[src/shared/pba_pkg.sv]
package pba_pkg;

   // ------------------------------------------------------------
   // register byte offsets
   // ------------------------------------------------------------
   localparam logic [15:0] OFS_MAP   = 16'hd100;
   localparam logic [15:0] OFS_CFG   = 16'hd104;
   localparam logic [15:0] OFS_STAT  = 16'hd108;
   localparam logic [15:0] OFS_MASK  = 16'hd10c;
   localparam logic [15:0] OFS_FLAGS = 16'hd110;
   localparam logic [15:0] OFS_REQV  = 16'hd114;
   localparam logic [15:0] OFS_GNTV  = 16'hd118;
   localparam logic [15:0] OFS_STV   = 16'hd11c;

   // ------------------------------------------------------------
   // field positions and reset values
   // ------------------------------------------------------------
   localparam int CFG_FIXED_BIT = 3;
   localparam int CFG_SRST_BIT  = 2;
   localparam int CFG_EN_BIT    = 1;
   localparam int CFG_CHK_BIT   = 0;
   localparam logic [3:0]  CFG_RESET  = 4'h0;
   localparam logic [31:0] MAP_RESET  = 32'h76543210;
   localparam logic [31:0] MAP_WMASK  = 32'h77777777;
   localparam logic [7:0]  GNT_RESET  = 8'h80;
   localparam logic [7:0]  FLAG_RESET = 8'h00;
   localparam logic [5:0]  SYNC_RESET = 6'h1f;
   localparam logic [2:0]  CODE_CTRL  = 3'h7;
   localparam int NPORT = 8;
   localparam int NEXT  = 4;
   localparam int FLD_W = 4;

   // ------------------------------------------------------------
   // timing: pci clocks a granted master may stay idle
   // ------------------------------------------------------------
   localparam int TMR_W = 4;
   localparam int BROKEN_PCI_CYCLES = 16;
   localparam logic [TMR_W-1:0] BROKEN_LAST =
      TMR_W'(BROKEN_PCI_CYCLES - 1);

   // ------------------------------------------------------------
   // carriers and states
   // ------------------------------------------------------------
   typedef struct packed {
      logic [15:0] addr;
      logic [31:0] wdata;
      logic        wr;
      logic        rd;
   } pba_bus_req_t;

   typedef enum logic [1:0] {
      ST_PARK,
      ST_GRANT,
      ST_BUSY
   } pba_arb_state_t;

endpackage

[src/logic/pba_arbiter.sv]
`timescale 1ns/100ps

//Contract
// - fixed park 0 parks on last owner, 1 parks on port A
// - soft reset bit holds state machine in reset, config kept
// - external requests ignored until enable bit set; enable resets 0
// - after reset the bus parks on the internal controller
// - broken master checking only while check enable is 1
// - broken master sets its port bit, A at bit 7 to Z at 0
// - status flag set while any port flag set; write one clears
// - interrupt only when broken master interrupt enable is 1
// - a set port flag excludes that master from arbitration
// - request view: bit 7 controller, bits 3:0 external, reset 0
// - grant view: bit 7 controller, bits 3:0 external, reset 80
// - 13-bit read-only view of arbiter state, reset zero
// - registers act only while the on-chip arbiter is selected
// - 3-bit code per port: 111 controller, 000-011 external line
module pba_arbiter
   import pba_pkg::*;
(
   input  wire  logic              clk,
   input  wire  logic              resetn,
   input  wire  logic              onchip_arb_sel,
   input  wire  pba_pkg::pba_bus_req_t bus_req,
   output logic [31:0]             rdata,
   input  wire  logic              pci_clk,
   input  wire  logic              ctrl_req,
   output logic                    ctrl_gnt,
   input  wire  logic [3:0]        ext_req_n,
   output logic [3:0]              ext_gnt_n,
   input  wire  logic              frame_n,
   output logic                    irq
);
   import pba_pkg::*;

   // ------------------------------------------------------------
   // reset release and pin synchronisers
   // ------------------------------------------------------------
   logic       rst_s1;
   logic       rst_n;
   logic [5:0] sy1;
   logic [5:0] sy2;
   logic       pclk_d;

   // release through two stages, assertion stays asynchronous
   always_ff @(posedge clk or negedge resetn) begin
      if (!resetn) begin
         rst_s1 <= 1'b0;
         rst_n  <= 1'b0;
      end else begin
         rst_s1 <= 1'b1;
         rst_n  <= rst_s1;
      end
   end

   // pci clock, frame and request pins; first stage feeds sy2 only
   always_ff @(posedge clk or negedge rst_n) begin
      if (!rst_n) begin
         sy1    <= SYNC_RESET;
         sy2    <= SYNC_RESET;
         pclk_d <= 1'b0;
      end else begin
         sy1    <= {pci_clk, frame_n, ext_req_n};
         sy2    <= sy1;
         pclk_d <= sy2[5];
      end
   end

   wire             pe       = sy2[5] & ~pclk_d;  // pci rising edge
   wire             frame_s  = ~sy2[4];           // frame asserted
   wire [NEXT-1:0]  ext_req  = ~sy2[3:0];
   wire             arb_on   = onchip_arb_sel;

   // ------------------------------------------------------------
   // registers
   // ------------------------------------------------------------
   logic [31:0]      map_reg;
   logic [3:0]       cfg_reg;
   logic             status_reg;
   logic             mask_reg;
   logic [7:0]       flags_reg;
   logic [31:0]      rdata_reg;
   logic             irq_reg;
   logic             ctrl_gnt_reg;
   logic [NEXT-1:0]  ext_gnt_n_reg;
   pba_arb_state_t   st_reg;
   pba_arb_state_t   st_next;
   logic [2:0]       owner_reg;
   logic [2:0]       owner_next;
   logic [TMR_W-1:0] timer_reg;
   logic [TMR_W-1:0] timer_next;
   logic [7:0]       bm_set;

   wire fixed_park = cfg_reg[CFG_FIXED_BIT];
   wire soft_rst   = cfg_reg[CFG_SRST_BIT];
   wire arb_en     = cfg_reg[CFG_EN_BIT];
   wire chk_en     = cfg_reg[CFG_CHK_BIT];

   // ------------------------------------------------------------
   // address decode; writes ignored when the arbiter is off-chip
   // ------------------------------------------------------------
   wire hit_map   = bus_req.addr == OFS_MAP;
   wire hit_cfg   = bus_req.addr == OFS_CFG;
   wire hit_stat  = bus_req.addr == OFS_STAT;
   wire hit_mask  = bus_req.addr == OFS_MASK;
   wire hit_flags = bus_req.addr == OFS_FLAGS;
   wire hit_reqv  = bus_req.addr == OFS_REQV;
   wire hit_gntv  = bus_req.addr == OFS_GNTV;
   wire hit_stv   = bus_req.addr == OFS_STV;
   wire wr_ok     = bus_req.wr & arb_on;
   wire wr_map    = wr_ok & hit_map;
   wire wr_cfg    = wr_ok & hit_cfg;
   wire wr_stat   = wr_ok & hit_stat;
   wire wr_mask   = wr_ok & hit_mask;
   wire wr_flags  = wr_ok & hit_flags;

   // ------------------------------------------------------------
   // port mapping, requests and exclusion
   // ------------------------------------------------------------
   logic [2:0]       pcode [NPORT];
   logic [NPORT-1:0] preq;
   logic [NPORT-1:0] pexcl;

   // port p uses field 7-p, so port A sits in the top nibble
   for (genvar p = 0; p < NPORT; p++) begin : g_port
      assign pcode[p] = map_reg[(NPORT-1-p)*FLD_W +: 3];
      // external lines pass only once enabled
      assign preq[p]  = (pcode[p] == CODE_CTRL) ? ctrl_req :
                        !pcode[p][2] ? (ext_req[pcode[p][1:0]] &
                                        arb_en) : 1'b0;
      assign pexcl[p] = flags_reg[NPORT-1-p];
   end

   wire [NPORT-1:0] elig = preq & ~pexcl;

   // one-hot source grant for a code; reserved codes grant none
   function automatic logic [7:0] src_onehot(input logic [2:0] c);
      logic [7:0] r;
      r = 8'h00;
      if (c == CODE_CTRL) begin
         r = 8'h80;
      end else if (!c[2]) begin
         r[c[1:0]] = 1'b1;
      end
      return r;
   endfunction

   // nearest eligible port after the last owner wins
   function automatic logic [3:0] pick(input logic [7:0] e,
                                       input logic [2:0] last);
      logic [2:0] j;
      logic [3:0] r;
      r = 4'h0;
      for (int i = NPORT-1; i >= 0; i--) begin
         j = 3'(last + 3'(i) + 3'd1);
         if (e[j]) begin
            r = {1'b1, j};
         end
      end
      return r;
   endfunction

   wire [3:0] win       = pick(elig, owner_reg);
   wire       win_found = win[3];
   wire [2:0] win_idx   = win[2:0];
   // park on the last owner or on port A
   wire [2:0] park_port = fixed_park ? 3'h0 : owner_reg;
   wire       hold      = soft_rst | ~arb_on;

   // ------------------------------------------------------------
   // arbiter state machine, stepped on pci clock edges
   // ------------------------------------------------------------
   always_comb begin
      st_next    = st_reg;
      owner_next = owner_reg;
      timer_next = timer_reg;
      bm_set     = 8'h00;
      if (hold) begin
         st_next    = ST_PARK;
         owner_next = 3'h0;
         timer_next = '0;
      end else if (pe) begin
         unique case (st_reg)
            ST_PARK: begin
               if (win_found) begin
                  st_next    = ST_GRANT;
                  owner_next = win_idx;
                  timer_next = '0;
               end
            end
            ST_GRANT: begin
               if (frame_s) begin
                  st_next = ST_BUSY;
               end else if (!elig[owner_reg]) begin
                  st_next = ST_PARK;
               end else if (chk_en &&
                            timer_reg == BROKEN_LAST) begin
                  bm_set[~owner_reg] = 1'b1;
                  st_next = ST_PARK;
               end else begin
                  timer_next = timer_reg + 1'b1;
               end
            end
            ST_BUSY: begin
               // re-arbitrate once the owner ends its frame
               if (!frame_s) begin
                  st_next = ST_PARK;
               end
            end
            default: begin
               st_next = ST_PARK;
            end
         endcase
      end
   end

   always_ff @(posedge clk or negedge rst_n) begin
      if (!rst_n) begin
         st_reg    <= ST_PARK;
         owner_reg <= 3'h0;
         timer_reg <= '0;
      end else begin
         st_reg    <= st_next;
         owner_reg <= owner_next;
         timer_reg <= timer_next;
      end
   end

   // ------------------------------------------------------------
   // grant selection; an excluded park port gets no idle grant
   // ------------------------------------------------------------
   wire [7:0] park_gnt = pexcl[park_port] ? 8'h00 :
                         src_onehot(pcode[park_port]);
   wire [7:0] own_gnt  = src_onehot(pcode[owner_reg]);
   // one owner at a time, parking only in the park state
   wire [7:0] gnt_next = !arb_on ? 8'h00 :
                         (st_reg == ST_PARK) ? park_gnt : own_gnt;

   // grants registered so pins come straight from flip-flops
   always_ff @(posedge clk or negedge rst_n) begin
      if (!rst_n) begin
         ctrl_gnt_reg  <= GNT_RESET[7];
         ext_gnt_n_reg <= ~GNT_RESET[3:0];
      end else begin
         ctrl_gnt_reg  <= gnt_next[7];
         ext_gnt_n_reg <= ~gnt_next[3:0];
      end
   end

   // ------------------------------------------------------------
   // configuration, mapping and mask; soft reset keeps them
   // ------------------------------------------------------------
   always_ff @(posedge clk or negedge rst_n) begin
      if (!rst_n) begin
         map_reg  <= MAP_RESET;
         cfg_reg  <= CFG_RESET;
         mask_reg <= 1'b0;
      end else begin
         if (wr_map) begin
            map_reg <= bus_req.wdata & MAP_WMASK;
         end
         // the soft reset bit clears only through a software write or the hardware reset here
         if (wr_cfg) begin
            cfg_reg <= bus_req.wdata[3:0];
         end
         if (wr_mask) begin
            mask_reg <= bus_req.wdata[0];
         end
      end
   end

   // ------------------------------------------------------------
   // port flags, sticky status and interrupt
   // ------------------------------------------------------------
   // hardware sets win over a same-cycle software write
   wire [7:0] flags_next = (wr_flags ? bus_req.wdata[7:0] :
                            flags_reg) | bm_set;
   wire       stat_clr   = wr_stat & bus_req.wdata[0];
   // level set from any flag beats the write-one clear
   wire       stat_next  = (|flags_reg) | (status_reg & ~stat_clr);

   always_ff @(posedge clk or negedge rst_n) begin
      if (!rst_n) begin
         flags_reg  <= FLAG_RESET;
         status_reg <= 1'b0;
         irq_reg    <= 1'b0;
      end else begin
         flags_reg  <= flags_next;
         status_reg <= stat_next;
         irq_reg    <= status_reg & mask_reg;
      end
   end

   // ------------------------------------------------------------
   // read side: diagnostic views and the data mux
   // ------------------------------------------------------------
   wire [7:0]  live_request_bits = {ctrl_req, 3'h0, ext_req};
   wire [7:0]  live_grant_bits   = {ctrl_gnt_reg, 3'h0,
                                    ~ext_gnt_n_reg};
   wire [12:0] arbiter_state_bits = {4'h0, st_reg, owner_reg,
                                     timer_reg};
   // views read zero while an external arbiter is used
   wire [31:0] rd_mux =
      {32{arb_on}} & (
      ({32{hit_map}}   & map_reg) |
      ({32{hit_cfg}}   & {28'h0, cfg_reg}) |
      ({32{hit_stat}}  & {31'h0, status_reg}) |
      ({32{hit_mask}}  & {31'h0, mask_reg}) |
      ({32{hit_flags}} & {24'h0, flags_reg}) |
      ({32{hit_reqv}}  & {24'h0, live_request_bits}) |
      ({32{hit_gntv}}  & {24'h0, live_grant_bits}) |
      ({32{hit_stv}}   & {19'h0, arbiter_state_bits}));

   // data stand only in the cycle after the read strobe
   always_ff @(posedge clk or negedge rst_n) begin
      if (!rst_n) begin
         rdata_reg <= 32'h0;
      end else begin
         rdata_reg <= bus_req.rd ? rd_mux : 32'h0;
      end
   end

   assign rdata     = rdata_reg;
   assign irq       = irq_reg;
   assign ctrl_gnt  = ctrl_gnt_reg;
   assign ext_gnt_n = ext_gnt_n_reg;
endmodule

[config.mk]
export PLATFORM = sky130hd
export DESIGN_NAME = pba_arbiter
export DESIGN_NICKNAME = d
export VERILOG_FILES = /design/src/shared/pba_pkg.sv /design/src/logic/pba_arbiter.sv
export SDC_FILE = /design/constraint.sdc
export NUM_CORES = 1
export LEC_CHECK = 0
export ABC_CLOCK_PERIOD_IN_PS = 7000
export BUFFER_PORTS_ARGS = -buffer_cell sky130_fd_sc_hd__buf_2
export CAP_MARGIN = 10
export CORE_MARGIN = 1.5
export CORE_UTILIZATION = 35
export CTS_CLUSTER_DIAMETER = 40
export CTS_CLUSTER_SIZE = 20
export DETAILED_ROUTE_END_ITERATION = 16
export HOLD_SLACK_MARGIN = 0.05
export PLACE_DENSITY = 0.54
export SLEW_MARGIN = 15
export SYNTH_ARGS = -nofsm -noshare
export SYNTH_HDL_FRONTEND = slang
export SYNTH_SLANG_ARGS = --single-unit
[constraint.sdc]
create_clock -name clk -period 7 [get_ports clk]
set_input_delay 0.35 -clock clk [delete_from_list [all_inputs] [get_ports clk]]
set_output_delay 0.35 -clock clk [all_outputs]
set_load 0.03 [all_outputs]
==> flow_metrics.env, run 1 <==
export IMPL_regToRegStartpoint="owner_reg[1]"
export IMPL_routedWlPerCell_um=19.42
export IMPL_critPathLaunch="owner_reg[1]"
export IMPL_die_h_um=134.3
export IMPL_wl_met3_mm=1.069
export IMPL_layout_min_cycle_time_ns=4.243
export IMPL_die_width_um=134.3
export IMPL_ant_nets=0
export IMPL_syn_area_um2=6037
export IMPL_dpl_worst_slack_ns=2.788
export IMPL_status="finished, final reports clean"
export IMPL_startpoint_type="flip-flop"
export IMPL_gr_total_overflow=0
export IMPL_largest_reg_flops=26
export IMPL_post_route_period_util=0.6062
export IMPL_antenna_found_initial=0
export IMPL_highest_layer="met4"
export IMPL_coreArea_um2=16700
export IMPL_ys_warn_count=0
export IMPL_p_per_area_nw_per_um2=282.5
export IMPL_cp_arrival_ns=4.49
export IMPL_synth_cells=576
export IMPL_skew_ns=0.008931
export IMPL_numCtsBuffers=9
export IMPL_hp_class="in -> reg"
export IMPL_synth_largest_area_cell="dfrtp_1"
export IMPL_yosys_most_used_dff="dfrtp_1"
export IMPL_hold_slack_ns=0.09228
export IMPL_fin_nets=711
export IMPL_worstSetupPathType="reg -> reg"
export IMPL_diodes=0
export IMPL_wirelength_mm=16.86
export IMPL_first_pass_iters=7
export IMPL_dieArea_um2=18050
export IMPL_tns_ns=0
export IMPL_synth_most_common_cell="dfrtp_1"
export IMPL_synthDominantCellAreaShare=0.2777
export IMPL_final_area_um2=6887
export IMPL_endpoint_kind="flip-flop"
export IMPL_io_buffers=85
export IMPL_cts_setup_buffers=0
export IMPL_synth_edf_count=0
export IMPL_finalMaxSlewViolations=0
export IMPL_rsz0062_at_grt="false"
export IMPL_clock_sinks=94
export IMPL_avgSynthCellArea_um2=10.48
export IMPL_setup_ws_ns=2.757
export IMPL_total_power_mw=1.945
export IMPL_clk_pin_slew_ns=0.07
export IMPL_grt_pass1_wl_mm=27.19
export IMPL_htreeDepth=3
export IMPL_cap_violations=0
export IMPL_vias_per_cell=5.732
export IMPL_setup_viol=0
export IMPL_fmax_mhz=235.7
export IMPL_rows=47
export IMPL_irDropWorstVdd_mv=0.1265
export IMPL_fillers=1615
export IMPL_clk_latency_ns=0.36
export IMPL_ys_types=93
export IMPL_dr_first_iter_drc_count=452
export IMPL_m1WireLength_mm=7.445
export IMPL_routed_wl_met2_mm=7.967
export IMPL_syn_to_final_growth_pct=14.07
export IMPL_synthTopCellsByArea="dfrtp_1 28%, dfstp_2 12%, mux2_2 6.2%"
export IMPL_grt_pass1_vias=4897
export IMPL_dp_hpwl_mm=12.33
export IMPL_vias=4975
export IMPL_synthArstFlopShare=1.000
export IMPL_leakagePower_nw=2.986
export IMPL_hold_violations=0
export IMPL_grt_max_degree=52
export IMPL_yosysSeqAreaShare=0.3952
export IMPL_synth_common_cells="67 x dfrtp_1, 39 x nor2_1, 36 x nand2_1"
export IMPL_cts_resized=0
export IMPL_cts_tree="done"
export IMPL_gp_congestion=0.9153
export IMPL_path_max_fanout=24
export IMPL_io_pins=98
export IMPL_grtUsageTotal=0.1947
export IMPL_drc=0
export IMPL_dpl_instance_area_um2=6551
export IMPL_ys_seq_elements=94
export IMPL_clockBufferDepth=2
export IMPL_slew_headroom=0.3557
export IMPL_cp_data_required_time_ns=7.25
export IMPL_clockRootBuffer="clkbuf_16"
export IMPL_worstHoldStart="ext_req_n[2]"
export IMPL_initial_core_util=0.3615
export IMPL_drive_gt1_frac=0.3256
export IMPL_worst_slew_pin_transition_ns=0.9619
## worst paths after layout
kind                       slack [ns]  depth (start not counted)           end
min in group asynchronous        0.30                          2         rst_n
hold reg to reg                  0.35                          0        sy1[5]
setup / recovery                 2.76                         12  timer_reg[1]
max in group asynchronous        5.65                          1  flags_reg[7]
hold / removal                   0.09                          1        sy1[2]
setup reg to reg                 2.76                         12  timer_reg[1]
## cell usage in the layout, fill, tap and decap left out, drive strengths merged, types with 5 or more instances in the layout
cell and n:
a21oi 21, a22oi 15, a31oi 5, and2 24, buf 92, clkbuf 11
clkinv 5, conb 7, dfrtp 67, dfstp 27, ha 8, inv 15
mux2 35, mux2i 35, mux4 16, nand2 39, nand3 14, nand3b 5
nand4 13, nor2 39, nor2b 6, nor3 6, nor3b 8, nor4 5
o21ai 22, o22ai 6, o31ai 9, or2 7
## report_power, final
part / leakage [nW] / switching [mW] / internal [mW] / total (mW)
clock: 0.160 / 0.211 / 0.323 / 0.534
sequential: 1.20 / 0.0183 / 0.570 / 0.589
combinational: 1.63 / 0.507 / 0.316 / 0.823
total: 2.99 / 0.736 / 1.21 / 1.95
## cell type report
type                       count  area, um2  share of cell area
clock buffer                  11      242.7             0.03525
clock inverter                 5      82.58             0.01199
inverter                      17      63.81            0.009266
multi-input combinational    428       3344              0.4856
sequential                    94       2390              0.3470
tap                          220      275.3             0.03997
timing repair buffer          93      488.0             0.07086
## per-stage QoR
| stage | util | cells |
|---|---|---|
| 2_1_floorplan | - | 581 |
| 3_3_place_gp | 0.3923 | 851 |
| 3_5_place_dp | 0.3923 | 851 |
| 4_1_cts | 0.4123 | 868 |
| 5_1_grt | 0.4123 | 868 |
| 6_report | 0.4123 | 868 |
## timing repair
item,4_1_cts,5_1_grt
hold buffers,1,0
endpoints found under the setup margin,0,0
hold endpoints to repair,2,0
## kinds of logic (layout without fill, tap and decap cells)
family | count (synthesis) | after routing | share of synthesized area
AOI/OAI and AO/OA | 127 | 127 | 0.1523
DFF | 94 | 94 | 0.3952
and+or+nand+nor | 196 | 196 | 0.1857
muxes | 86 | 86 | 0.1861
xor gates and xnor gates | 4 | 4 | 0.008913
adders and majority gates | 8 | 8 | 0.01658
other | 2 | 7 | 0.001244
buffers and inverters | 59 | 126 | 0.05388
## worst max-delay path, cell delays in order (launching register included)
cell	delay [ns]
dfrtp_1	0.32
buf_4	0.33
inv_1	0.38
ha_1	0.90
mux2i_1	0.18
nor2_1	0.12
a41oi_1	0.05
and4_1	0.29
mux2i_1	0.40
nand3_2	0.20
nor4_4	0.37
a22oi_1	0.22
mux2_1	0.35
## layer usage
layer / up-vias / track usage
li1: 2292 / -
met1: 2430 / 0.2654
met2: 217 / 0.3051
met3: 36 / 0.03968
met4: 0 / 0.07348
met5: - / 0
No activity file was read; power rests on OpenSTA's default activity.
==> run 2, diff against run 1 <==
--- a/config.mk
+++ b/config.mk
@@ -5,7 +5,7 @@
 export SDC_FILE = /design/constraint.sdc
 export NUM_CORES = 1
 export LEC_CHECK = 0
-export ABC_CLOCK_PERIOD_IN_PS = 7000
+export ABC_CLOCK_PERIOD_IN_PS = 4400
 export BUFFER_PORTS_ARGS = -buffer_cell sky130_fd_sc_hd__buf_2
 export CAP_MARGIN = 10
 export CORE_MARGIN = 1.5
==> constraint.sdc (replaced) <==
create_clock -name clk -period 4.4 [get_ports clk]
set_input_delay 0.22 -clock clk [delete_from_list [all_inputs] [get_ports clk]]
set_output_delay 0.22 -clock clk [all_outputs]
set_load 0.03 [all_outputs]
==> flow_metrics.env, run 2 (synthesis results as in run 1) <==
export IMPL_final_util=0.4153
export IMPL_first_pass_iters=5
export IMPL_worstHoldStart="bus_req[27]"
export IMPL_vias_per_cell=5.743
export IMPL_antenna_found_initial=0
export IMPL_rows=47
export IMPL_startpoint_type="flip-flop"
export IMPL_setup_viol=0
export IMPL_dr_first_iter_drc_count=458
export IMPL_leakagePower_nw=3.002
export IMPL_power_frac_seq=0.315
export IMPL_routedWlPerCell_um=19.40
export IMPL_grtUsageTotal=0.1931
export IMPL_clk_pin_slew_ns=0.08
export IMPL_layout_min_cycle_time_ns=3.640
export IMPL_clk_latency_ns=0.36
export IMPL_wirelength_mm=17.01
export IMPL_irDropWorstVdd_mv=0.3069
export IMPL_dp_hpwl_mm=12.84
export IMPL_gr_total_overflow=0
export IMPL_critPathLaunch="cfg_reg[1]"
export IMPL_grt_pass1_wl_mm=27.12
export IMPL_largest_reg_flops=26
export IMPL_cap_violations=0
export IMPL_sw_frac_of_total=0.3988
export IMPL_tns_ns=0
export IMPL_ant_nets=0
export IMPL_drc=0
export IMPL_numCtsBuffers=9
export IMPL_cts_setup_buffers=0
export IMPL_p_switching_mw=1.222
export IMPL_regToRegStartpoint="cfg_reg[1]"
export IMPL_combPwrFrac=0.436
export IMPL_gp_congestion=0.9470
export IMPL_endpoint_kind="flip-flop"
export IMPL_grt_max_degree=54
export IMPL_slew_headroom=0.3185
export IMPL_worstSetupPathType="reg -> reg"
export IMPL_cp_data_required_time_ns=4.64
export IMPL_fin_nets=720
export IMPL_clockRootBuffer="clkbuf_16"
export IMPL_clockBufferDepth=2
export IMPL_setup_ws_ns=0.7598
export IMPL_diodes=0
export IMPL_rsz0062_at_grt="false"
export IMPL_finalMaxSlewViolations=0
export IMPL_worst_slew_pin_transition_ns=1.018
export IMPL_die_h_um=134.3
export IMPL_cts_hold_buf=7
export IMPL_cp_arrival_ns=3.88
export IMPL_cts_tree="done"
export IMPL_status="finished, final reports clean"
export IMPL_layout_commonest_cell="buf_2"
export IMPL_cts_resized=0
export IMPL_initial_core_util=0.3615
export IMPL_pwr_share_clk=0.250
export IMPL_fmax_mhz=274.7
export IMPL_vias=5037
export IMPL_path_max_fanout=17
export IMPL_dieArea_um2=18050
export IMPL_layout_common_cells="85 x buf_2, 66 x dfrtp_1, 39 x nor2_1"
export IMPL_syn_to_final_growth_pct=14.88
export IMPL_intPower_mw=1.841
export IMPL_drive_gt1_frac=0.3272
export IMPL_htreeDepth=3
export IMPL_grt_pass1_vias=5074
export IMPL_hp_class="in -> reg"
export IMPL_coreArea_um2=16700
export IMPL_dpl_worst_slack_ns=0.8616
export IMPL_post_route_period_util=0.8273
export IMPL_io_pins=98
export IMPL_io_buffers=85
export IMPL_fillers=1692
export IMPL_skew_ns=0.01572
export IMPL_hold_violations=0
export IMPL_hold_slack_ns=0.09108
export IMPL_die_width_um=134.3
export IMPL_clock_sinks=94
export IMPL_p_per_area_nw_per_um2=441.6
[run 2: changes by cell type in the layout (fill, tap and decap cells not counted), sizes merged]
cell and delta:
buf +3, bufinv -2, clkbuf -1, clkinv -2
clkinvlp +2, dlygate4sd3 +6, inv +3
[run 2: layout make-up]
class / count / area [um2] / area share
Multi-Input combinational cell: 428 / 3344 / 0.4822
Clock inverter: 6 / 52.55 / 0.007577
Timing Repair Buffer: 102 / 570.5 / 0.08227
Inverter: 17 / 63.81 / 0.009201
Clock buffer: 10 / 239.0 / 0.03446
Tap cell: 220 / 275.3 / 0.03969
Sequential cell: 94 / 2390 / 0.3446
[run 2: worst paths after layout]
path,slack [ns],end,cells past startpoint
worst max-delay path,0.76,timer_reg[1],9
worst min-delay path,0.09,map_reg[25],2
worst max register to register,0.76,timer_reg[1],9
worst min register to register,0.35,rst_n,0
max in group asynchronous,3.05,ext_gnt_n[0],1
min in group asynchronous,0.17,rst_n,2
[run 2: metrics by stage]
step | instance area (um2) | power [mW] | instances
finish | 6935 | 3.063 | 877
global route | 6935 | 3.249 | 877
CTS | 6935 | 3.065 | 877
detailed placement | 6574 | 2.286 | 854
global placement | 6574 | 2.270 | 854
floorplan | 6056 | 1.968 | 581
[run 2: routing by layer]
| layer | global-route usage | up-vias | wire length, um | part of all wire |
|---|---|---|---|---|
| met5 | 0 | - | 0 | 0 |
| met2 | 0.3077 | 196 | 7921 | 0.47 |
| met4 | 0.07945 | 0 | 473 | 0.028 |
| met1 | 0.2545 | 2498 | 7654 | 0.45 |
| li1 | - | 2304 | - | - |
| met3 | 0.04233 | 39 | 961 | 0.056 |
[run 2: worst max-delay path, cell delays in order, from the launching register on]
cell and delay, ns:
dfrtp_1 0.71, nor3b_1 0.25, nand2_1 0.08, a31oi_1 0.82
mux4_2 0.43, mux2_2 0.18, nand4bb_1 0.24, nor4_4 0.07
a22oi_1 0.37, mux2_1 0.36
[run 2: power groups by stage]
stage	Combinational (mW)	Clock, mW	Sequential [mW]
4_1_cts	1.32	0.781	0.964
2_1_floorplan	0.990	0	0.977
5_1_grt	1.46	0.817	0.971
3_5_place_dp	1.31	0	0.980
6_report	1.33	0.765	0.964
3_3_place_gp	1.29	0	0.979
